===== config.mk =====
export PLATFORM = sky130hd
export DESIGN_NAME = dcc_top
export DESIGN_NICKNAME = d
export VERILOG_FILES = /design/src/hdl/dcc_pkg.sv /design/src/hdl/dcc_edge_detect.sv /design/src/hdl/dcc_top.sv
export SDC_FILE = /design/constraint.sdc
export NUM_CORES = 1
export LEC_CHECK = 0
export BUFFER_PORTS_ARGS = -buffer_cell sky130_fd_sc_hd__buf_2
export CORE_UTILIZATION = 51
export CTS_CLUSTER_DIAMETER = 50
export DETAILED_ROUTE_END_ITERATION = 7
export PLACE_DENSITY_LB_ADDON = 0.12
export SYNTH_ARGS = -nofsm -noshare
export SYNTH_HDL_FRONTEND = slang
export SYNTH_SLANG_ARGS = --single-unit

===== constraint.sdc =====
create_clock -name core_clk -period 1.49 [get_ports core_clk]
set_clock_uncertainty 0.05 [all_clocks]
set_input_delay 0.0745 -clock core_clk [delete_from_list [all_inputs] [get_ports core_clk]]
set_output_delay 0.0745 -clock core_clk [all_outputs]
set_load 0.01 [all_outputs]

===== src/hdl/dcc_pkg.sv =====
// Package of constants and types shared by the dual comparator control block.
package dcc_pkg;
  // Special-function addresses of the two control registers.
  localparam logic [7:0] DCC_ADDR_CMP0 = 8'h9E;
  localparam logic [7:0] DCC_ADDR_CMP1 = 8'h9F;
  localparam logic [7:0] DCC_CTRL_RESET = 8'h00;
  // Bit positions inside a control register.
  localparam int DCC_BIT_ENABLE = 7;
  localparam int DCC_BIT_STATE = 6;
  localparam int DCC_BIT_RISE = 5;
  localparam int DCC_BIT_FALL = 4;
  localparam int DCC_POS_HI = 3;
  localparam int DCC_POS_LO = 2;
  localparam int DCC_NEG_HI = 1;
  localparam int DCC_NEG_LO = 0;
  localparam logic [1:0] DCC_HYST_NONE = 2'h0;
  localparam logic [1:0] DCC_HYST_MAX = 2'h3;
  localparam int DCC_NUM_CMP = 2;

  // Analog-side settings for one comparator.
  typedef struct packed {
    logic enable;
    logic [1:0] posHyst;
    logic [1:0] negHyst;
  } dcc_analog_t;

  // Register bus write or read request.
  typedef struct packed {
    logic wrEn;
    logic rdEn;
    logic [7:0] addr;
    logic [7:0] wrData;
  } dcc_bus_t;
endpackage


===== src/hdl/dcc_edge_detect.sv =====
// Two-stage synchroniser and edge detector for one comparator output.
`timescale 1ns/1ps
module dcc_edge_detect (
  input wire logic core_clk,
  input wire logic reset_n,
  input wire logic rawIn,
  output logic syncOut,
  output logic rise,
  output logic fall
);
  import dcc_pkg::*;
  logic meta_q, meta_d, sync_q, sync_d, prev_q, prev_d;

  // Next values: the first stage feeds only the second stage.
  always_comb begin
    meta_d = rawIn;
    sync_d = meta_q;
    prev_d = sync_q;
  end

  // Registers of the synchroniser and the previous sample.
  always_ff @(posedge core_clk or negedge reset_n) begin
    if (!reset_n) begin
      meta_q <= 1'b0;
      sync_q <= 1'b0;
      prev_q <= 1'b0;
    end else begin
      meta_q <= meta_d;
      sync_q <= sync_d;
      prev_q <= prev_d;
    end
  end

  // Compare successive synchronised samples.
  assign syncOut = sync_q;
  assign rise = sync_q & ~prev_q;
  assign fall = ~sync_q & prev_q;
endmodule


===== src/hdl/dcc_top.sv =====
// Control and status logic for two on-chip analog comparators.
//
// Notes on behaviour
// (RL1) Each comparator has an enable bit at bit 7; one turns it on, zero shuts it down.
// (RL2) A disabled comparator drives its routed output low and raises no events.
// (RL3) Bit 6 reads the live comparator output, one when plus input exceeds minus input.
// (RL4) Rising and falling output transitions are both detected and both can interrupt.
// (RL5) A rising transition sets the rising-edge flag at bit 5.
// (RL6) A falling transition sets the falling-edge flag at bit 4.
// (RL7) Edge flags are sticky; only a software write of zero clears them.
// (RL8) Bits 3-2 select positive hysteresis, code 00 meaning none.
// (RL9) Bits 1-0 select negative hysteresis, code 11 meaning the largest.
// (RL10) Comparator0 may request a system reset; Comparator1 cannot.
// (RL11) Comparator1 is identical but controlled at address 0x9F.
// (RL12) Each output can be routed to a pin as open-drain or push-pull.
// (RL13) Edges are found from a two-stage synchronised copy of the output.
// (RL14) A hardware set of a flag wins over a software clear in the same cycle.
`timescale 1ns/1ps
module dcc_top (
  input wire logic core_clk,
  input wire logic reset_n,
  input dcc_pkg::dcc_bus_t busReq,
  input wire logic cmp0ResetEnable,
  input wire logic [1:0] cmpRaw,
  input wire logic [1:0] pinRouteEn,
  input wire logic [1:0] pinPushPull,
  output logic [7:0] rdData,
  output dcc_pkg::dcc_analog_t cmp0Analog,
  output dcc_pkg::dcc_analog_t cmp1Analog,
  output logic [1:0] cmpRouted,
  output logic [1:0] pinOut,
  output logic [1:0] pinOe,
  output logic [1:0] riseIrq,
  output logic [1:0] fallIrq,
  output logic cmp0ResetReq
);
  import dcc_pkg::*;

  logic [DCC_NUM_CMP-1:0] enable_q, enable_d, rise_q, rise_d, fall_q, fall_d;
  logic [1:0] posHyst_q [DCC_NUM_CMP];
  logic [1:0] posHyst_d [DCC_NUM_CMP];
  logic [1:0] negHyst_q [DCC_NUM_CMP];
  logic [1:0] negHyst_d [DCC_NUM_CMP];
  logic [DCC_NUM_CMP-1:0] syncOut, riseDet, fallDet, hit;
  logic [7:0] rdData_d;
  logic [1:0] routed_d, pinOut_d, pinOe_d;
  logic resetReq_d;
  dcc_analog_t an0_d, an1_d;

  generate
    for (genvar i = 0; i < DCC_NUM_CMP; i++) begin : gCmp
      // Each channel has its own synchroniser and edge detector.
      dcc_edge_detect uEdge (
        .core_clk(core_clk),
        .reset_n(reset_n),
        .rawIn(cmpRaw[i]),
        .syncOut(syncOut[i]),
        .rise(riseDet[i]),
        .fall(fallDet[i])
      ); // see (RL13)
      assign hit[i] = busReq.wrEn &&
        (busReq.addr == (i == 0 ? DCC_ADDR_CMP0 : DCC_ADDR_CMP1)); // see (RL11)

      // Register next values; a write of one to a flag leaves it as it was.
      always_comb begin
        enable_d[i] = enable_q[i];
        posHyst_d[i] = posHyst_q[i];
        negHyst_d[i] = negHyst_q[i];
        rise_d[i] = rise_q[i];
        fall_d[i] = fall_q[i];
        if (hit[i]) begin
          enable_d[i] = busReq.wrData[DCC_BIT_ENABLE]; // see (RL1)
          posHyst_d[i] = busReq.wrData[DCC_POS_HI:DCC_POS_LO]; // see (RL8)
          negHyst_d[i] = busReq.wrData[DCC_NEG_HI:DCC_NEG_LO]; // see (RL9)
          rise_d[i] = rise_q[i] & busReq.wrData[DCC_BIT_RISE]; // see (RL7)
          fall_d[i] = fall_q[i] & busReq.wrData[DCC_BIT_FALL]; // see (RL7)
        end
        // Events are applied last so a set beats a same-cycle clear.
        if (enable_q[i] && riseDet[i]) begin
          rise_d[i] = 1'b1; // see (RL5) (RL14) (RL2)
        end
        if (enable_q[i] && fallDet[i]) begin
          fall_d[i] = 1'b1; // see (RL6) (RL14) (RL2)
        end
      end

      // Control state registers.
      always_ff @(posedge core_clk or negedge reset_n) begin
        if (!reset_n) begin
          enable_q[i] <= 1'b0;
          posHyst_q[i] <= DCC_HYST_NONE;
          negHyst_q[i] <= DCC_HYST_NONE;
          rise_q[i] <= 1'b0;
          fall_q[i] <= 1'b0;
        end else begin
          enable_q[i] <= enable_d[i];
          posHyst_q[i] <= posHyst_d[i];
          negHyst_q[i] <= negHyst_d[i];
          rise_q[i] <= rise_d[i];
          fall_q[i] <= fall_d[i];
        end
      end

      // Output routing; open-drain only drives while the output is low.
      always_comb begin
        routed_d[i] = enable_q[i] & syncOut[i]; // see (RL2)
        pinOut_d[i] = routed_d[i];
        pinOe_d[i] = pinRouteEn[i] & (pinPushPull[i] | ~routed_d[i]); // see (RL12)
      end
    end
  endgenerate

  // Read mux and analog controls; unmapped addresses read as zero.
  always_comb begin
    rdData_d = 8'h00;
    if (busReq.rdEn && busReq.addr == DCC_ADDR_CMP0) begin
      rdData_d = {enable_q[0], syncOut[0], rise_q[0], fall_q[0],
                  posHyst_q[0], negHyst_q[0]}; // see (RL3)
    end else if (busReq.rdEn && busReq.addr == DCC_ADDR_CMP1) begin
      rdData_d = {enable_q[1], syncOut[1], rise_q[1], fall_q[1],
                  posHyst_q[1], negHyst_q[1]}; // see (RL3) (RL11)
    end
    an0_d = '{enable: enable_q[0], posHyst: posHyst_q[0], negHyst: negHyst_q[0]};
    an1_d = '{enable: enable_q[1], posHyst: posHyst_q[1], negHyst: negHyst_q[1]};
    // Only comparator0 can request reset, and only while enabled and low.
    resetReq_d = cmp0ResetEnable & enable_q[0] & ~syncOut[0]; // see (RL10)
  end

  // All outputs are registered, trading one cycle of latency for clean timing.
  always_ff @(posedge core_clk or negedge reset_n) begin
    if (!reset_n) begin
      rdData <= DCC_CTRL_RESET;
      cmp0Analog <= '0;
      cmp1Analog <= '0;
      cmpRouted <= 2'h0;
      pinOut <= 2'h0;
      pinOe <= 2'h0;
      riseIrq <= 2'h0;
      fallIrq <= 2'h0;
      cmp0ResetReq <= 1'b0;
    end else begin
      rdData <= rdData_d;
      cmp0Analog <= an0_d;
      cmp1Analog <= an1_d;
      cmpRouted <= routed_d;
      pinOut <= pinOut_d;
      pinOe <= pinOe_d;
      riseIrq <= rise_d; // see (RL4)
      fallIrq <= fall_d; // see (RL4)
      cmp0ResetReq <= resetReq_d;
    end
  end
endmodule


=== After elaboration in Yosys (flattened, before gate mapping) ===
Cells that the tools add are included.

* $add $sub $neg: 0
* Multipliers: 0
* Divide/modulo/power cells: 0
* $lt $le $gt $ge: 0
* Eq/ne operators: 2
* Shift operators: 0
* Multiplexer cells: 10
* Bitwise operators: 22
* Reduce and logical (&&, ||, !) cells: 8

{| class="wikitable"
|+ Operators by type and width
! kind !! number
|-
| $eq 8x8->1 const B || 2
|-
| $mux 8 || 2
|-
| $and 1x1->1 || 14
|-
| $logic_and 1x1->1 || 8
|-
| $mux 1 || 8
|-
| $not 1->1 || 6
|-
| $or 1x1->1 || 2
|}

* Register bits after elaboration: 47
* Bits in latches: 0
* Bits in writable memories: 0
* Memory bits (read-only): 0
* Output and inout bits: 29
* Memories: 0

=== Logic depth before layout (Yosys ltp) ===
* Word-level depth: 4
* Mapped depth: 4
* Gate-level depth less buffers: 3

=== Modules after synthesis ===
From an unflattened synthesis, not the netlist that was laid out.

* Cell total of the unflattened synthesis: 100
* Area, all modules: 1,535.2 µm²

{| class="wikitable"
|+ Modules (own cells, without submodules)
! module !! times used !! cells an instance !! area an instance (µm²)
|-
| dcc_top || 1 || 90 || 1,355.0
|-
| dcc_edge_detect || 2 || 5 || 90.1
|}

=== Worst setup path after synthesis ===
No wires, ideal clock.

* Kind: in2reg
* From: input port busReq[14] (netlist bit)
* To: register negHyst_q (netlist bit an0_d[0])
* Arrival time: 0.992 ns
* Required time: 1.315 ns
* Setup slack: 0.323 ns
* Cell stages on the path: 4
* Path buffers: 1
* Cells stage by stage: and4bb_1 -> and4b_1 -> buf_6 -> mux2_4

* Word-level cells in the longest chain between the ends: 2

{| class="wikitable"
|+ RTL lines
! item !! RTL line !! RTL
|-
| from (decl) || dcc_top.sv:22 || <nowiki>input dcc_pkg::dcc_bus_t busReq,</nowiki>
|-
| $eq 8x8->1 || dcc_top.sv:62 || <nowiki>(busReq.addr == (i == 0 ? DCC_ADDR_CMP0 : DCC_ADDR_CMP1));</nowiki>
|-
| $logic_and 1x1->1 || dcc_top.sv:61 || <nowiki>assign hit[i] = busReq.wrEn &&</nowiki>
|-
| to (signal, indexed assignment) || dcc_top.sv:98 || <nowiki>negHyst_q[i] <= negHyst_d[i];</nowiki>
|-
| to (decl) || dcc_top.sv:42 || <nowiki>logic [1:0] negHyst_q [DCC_NUM_CMP];</nowiki>
|}

Every way passes these cells.
A chain may end at the register's enable or synchronous reset.

=== Final worst setup path ===
* From: register enable_q[0] (netlist: an0_d[4])
* To: register pinOe[0]

* Word-level cells in the longest chain between the ends: 4

{| class="wikitable"
|+ RTL lines
! item !! RTL line !! RTL
|-
| from (decl) || dcc_top.sv:39 || <nowiki>logic [DCC_NUM_CMP-1:0] enable_q, enable_d, rise_q, rise_d, fall_q, fall_d;</nowiki>
|-
| from (signal, indexed assignment) || dcc_top.sv:96 || <nowiki>enable_q[i] <= enable_d[i];</nowiki>
|-
| $and 1x1->1 || dcc_top.sv:106 || <nowiki>routed_d[i] = enable_q[i] & syncOut[i];</nowiki>
|-
| $not 1->1 || dcc_top.sv:108 || <nowiki>pinOe_d[i] = pinRouteEn[i] & (pinPushPull[i] | ~routed_d[i]);</nowiki>
|-
| $or 1x1->1 || dcc_top.sv:108 ||
|-
| $and 1x1->1 || dcc_top.sv:108 ||
|-
| net pinOe_d[0] || dcc_top.sv:46 || <nowiki>logic [1:0] routed_d, pinOut_d, pinOe_d;</nowiki>
|-
| to (signal assigned) || dcc_top.sv:147 || <nowiki>pinOe <= pinOe_d;</nowiki>
|-
| to (decl) || dcc_top.sv:32 || <nowiki>output logic [1:0] pinOe,</nowiki>
|}

The timed path passes the listed nets, and every way through them passes these cells.

==> impl_metrics.env <==
export IMPL_drive_gt1_share_pct=43.18
export IMPL_drc=0
export IMPL_grt_pass1_wl_um=4740
export IMPL_die_area_sq_um=3178
export IMPL_final_cell_mix="buf_2, dfrtp_1, dlygate4sd3_1, mux2i_1, nor2_1"
export IMPL_grt_use_total_pct=20.77
export IMPL_drt_initial_drc_count=24
export IMPL_wirelength_um=2810
export IMPL_period_share_pct=95.28
export IMPL_grt_start_max_net_pins=24
export IMPL_placed_area_sq_um=1818
export IMPL_final_common_cell="buf_2"
export IMPL_vias_per_cell=4.947
export IMPL_synth_xor_area_share_pct=0
export IMPL_seq_area_frac_synth_pct=71.37
export IMPL_grt_ovfl_total=0
export IMPL_power_density_nw_per_um2=942.9
export IMPL_top_layer_used="met4"
export IMPL_place_gp_congestion=0.7100
export IMPL_chipHeight_um=56.37
export IMPL_numCtsBuffers=5
export IMPL_die_w_um=56.37
export IMPL_clock_sinks=43
export IMPL_yosys_area_share_adder_pct=0
export IMPL_tns_ns=0
export IMPL_finalNonFillerCells=207
export IMPL_clock_path_buffers=2
export IMPL_end_kind="flip-flop"
export IMPL_r2r_end="pinOe[0]"
export IMPL_synth_compound_area_share_pct=4.149
export IMPL_grt_pass1_vias=1057
export IMPL_num_vias=1024
export IMPL_wl_met2_um=1493
export IMPL_cts_tree="built"
export IMPL_max_slew_margin_rel_pct=68.28
export IMPL_synth_fp_nets=126
export IMPL_worstSetupEndpoint="pinOe[0]"
export IMPL_synthToLayoutAreaGrowth_pct=34.44
export IMPL_wl_met1_um=1145
export IMPL_slew_viol_final=0
export IMPL_core_rowCount=19
export IMPL_hold_class="input pin to flip-flop"
export IMPL_regArea_sq_um=1077
export IMPL_tightest_slew_ns=0.4758
export IMPL_antenna_found_initial=0
export IMPL_crit_path_start_kind="flip-flop"
export IMPL_yosysUniqueCellTypes=19
export IMPL_ir_drop_uv=918.1
export IMPL_path_clk_slew_ns=0.11
export IMPL_synth_simple_gate_area_share_pct=6.971
export IMPL_worstPathRequired_ns=1.67
export IMPL_core_area_sq_um=2781
export IMPL_synthMuxAreaShare_pct=14.02
export IMPL_syn_area_sq_um=1508
export IMPL_yosysWarnings=0
export IMPL_path_class="flip-flop to flip-flop"
export IMPL_cap_viol_max_count=0
export IMPL_clk_latency_ns=0.34
export IMPL_leakage_nw=1.141
export IMPL_crit_start="an0_d[4]"
export IMPL_ant_nets=0
export IMPL_io_buffers=54
export IMPL_nNetsFinal=202
export IMPL_initial_utilization_pct=54.21
export IMPL_first_pass_iters=4
export IMPL_final_area_sq_um=2027
export IMPL_netlist_instances=99
export IMPL_rsz0062_at_grt="no"
export IMPL_arrival_ns=1.60
export IMPL_status="complete, no violations"
export IMPL_r2r_start="an0_d[4]"
export IMPL_wire_per_inst_um=13.57
export IMPL_dp_cells=183
export IMPL_multiInputGateArea_sq_um=379.1
export IMPL_antenna_cells=0
export IMPL_synth_top_family_by_area="multiplexers"
export IMPL_nFillCells=210
export IMPL_ff2ff_setup_slack_ns=0.07
export IMPL_crit_path_max_fanout=6
export IMPL_period_needed_ns=1.420
export IMPL_clock_fmax_mhz=704.4
export IMPL_finalHoldViolCount=0
export IMPL_reg2regPathDepth=3
export IMPL_cts_root_buffer="clkbuf_4"
export IMPL_io_pins=56
export IMPL_htreeDepth=2
export IMPL_syn_area_per_cell_sq_um=15.23
export IMPL_wl_met3_um=154
export IMPL_setup_viol=0
export IMPL_synth_seq_cells=43
cells by family after synthesis:
family	after synthesis
buffers and inverters	9
AOI/OAI and AO/OA	9
DFF	43
muxes	18
and+or+nand+nor	20
metal layers:
metal	vias to the layer above	track usage [%]
met3	4	8.065
met5	-	0
met1	504	25.85
met2	30	33.84
li1	486	-
met4	0	6.272
where the power goes:
part           internal, W  switching [W]  total [W]
clock network     0.000184       0.000328   0.000512
registers          0.00120      0.0000209    0.00123
logic            0.0000976      0.0000753   0.000173
sequential cells by signal, indices dropped and copies added, names as in the netlist:
register            cells
riseIrq                 2
an1_d                   5
pinOut                  2
an0_d                   5
gCmp.uEdge.prev_q       2
cmp0ResetReq            1
rdData                  8
gCmp.uEdge.syncOut      2
cmp0Analog              5
gCmp.uEdge.meta_q       2
pinOe                   2
cmp1Analog              5
fallIrq                 2
synthesized netlist by cell type (all sizes together):
master   n  area, sq um
o221ai   1        8.760
and4b    1        10.01
dfrtp   43         1076
o21ai    3        15.01
mux2    10        131.4
nand3    1        5.000
a32oi    1        8.760
inv      5        18.77
and3     2        12.51
and4bb   1        12.51
buf      4        33.78
a21o     2        15.01
nand4    1        12.51
o21a     2        15.01
mux2i    8        80.08
nand2    6        22.52
nor2     8        30.03
area by class of cell:
class | count | share of cell area, %
clock buffers | 7 | 2.222
clock inverters | 1 | 0.2469
inverters | 5 | 0.9259
multi-input cells | 47 | 18.70
flip-flops and latches | 43 | 53.15
well taps | 31 | 1.914
repair buffers | 73 | 22.84
worst max-delay path, stage by stage, from the launching register on:
cell and delay [ns]:
dfrtp_2 0.42, nand2_1 0.12, o21a_1 0.18, dlygate4sd3_1 0.55
through the flow:
step / util (%) / hold WS (ns) / power, W / worst slack, ns
floorplan: - / -0.2711 / 0.001301 / 0.3227
global placement: 65.36 / 0.002324 / 0.001384 / 0.1652
detailed placement: 65.36 / 0.006565 / 0.001391 / 0.1323
CTS: 72.56 / 0.01373 / 0.001930 / 0.02847
global route: 72.87 / 0.01471 / 0.002011 / 0.01080
finish: 72.87 / 0.03410 / 0.001911 / 0.07027
worst min-delay path by stage:
stage / start / endpoint / slack (ns) / cells after the start
after floorplan: reset_n / an0_d[0] / -0.27 / 0
after CTS: busReq[8] / rdData[1] / 0.01 / 3
after detailed placement: reset_n / pinOut[1] / 0.007 / 1
after global routing: busReq[8] / rdData[1] / 0.01 / 3
final: busReq[8] / rdData[1] / 0.03 / 3
after global placement: reset_n / pinOut[1] / 0.002 / 1
timing repair:
action / 4_1_cts / 5_1_grt
resized for setup: 0 / 1
endpoints found under the setup margin: 0 / 2
buffers inserted: 0 / 1
hold buffers: 15 / 0
endpoints found under the hold margin: 62 / 0
Power figures use the tool's default switching activity.
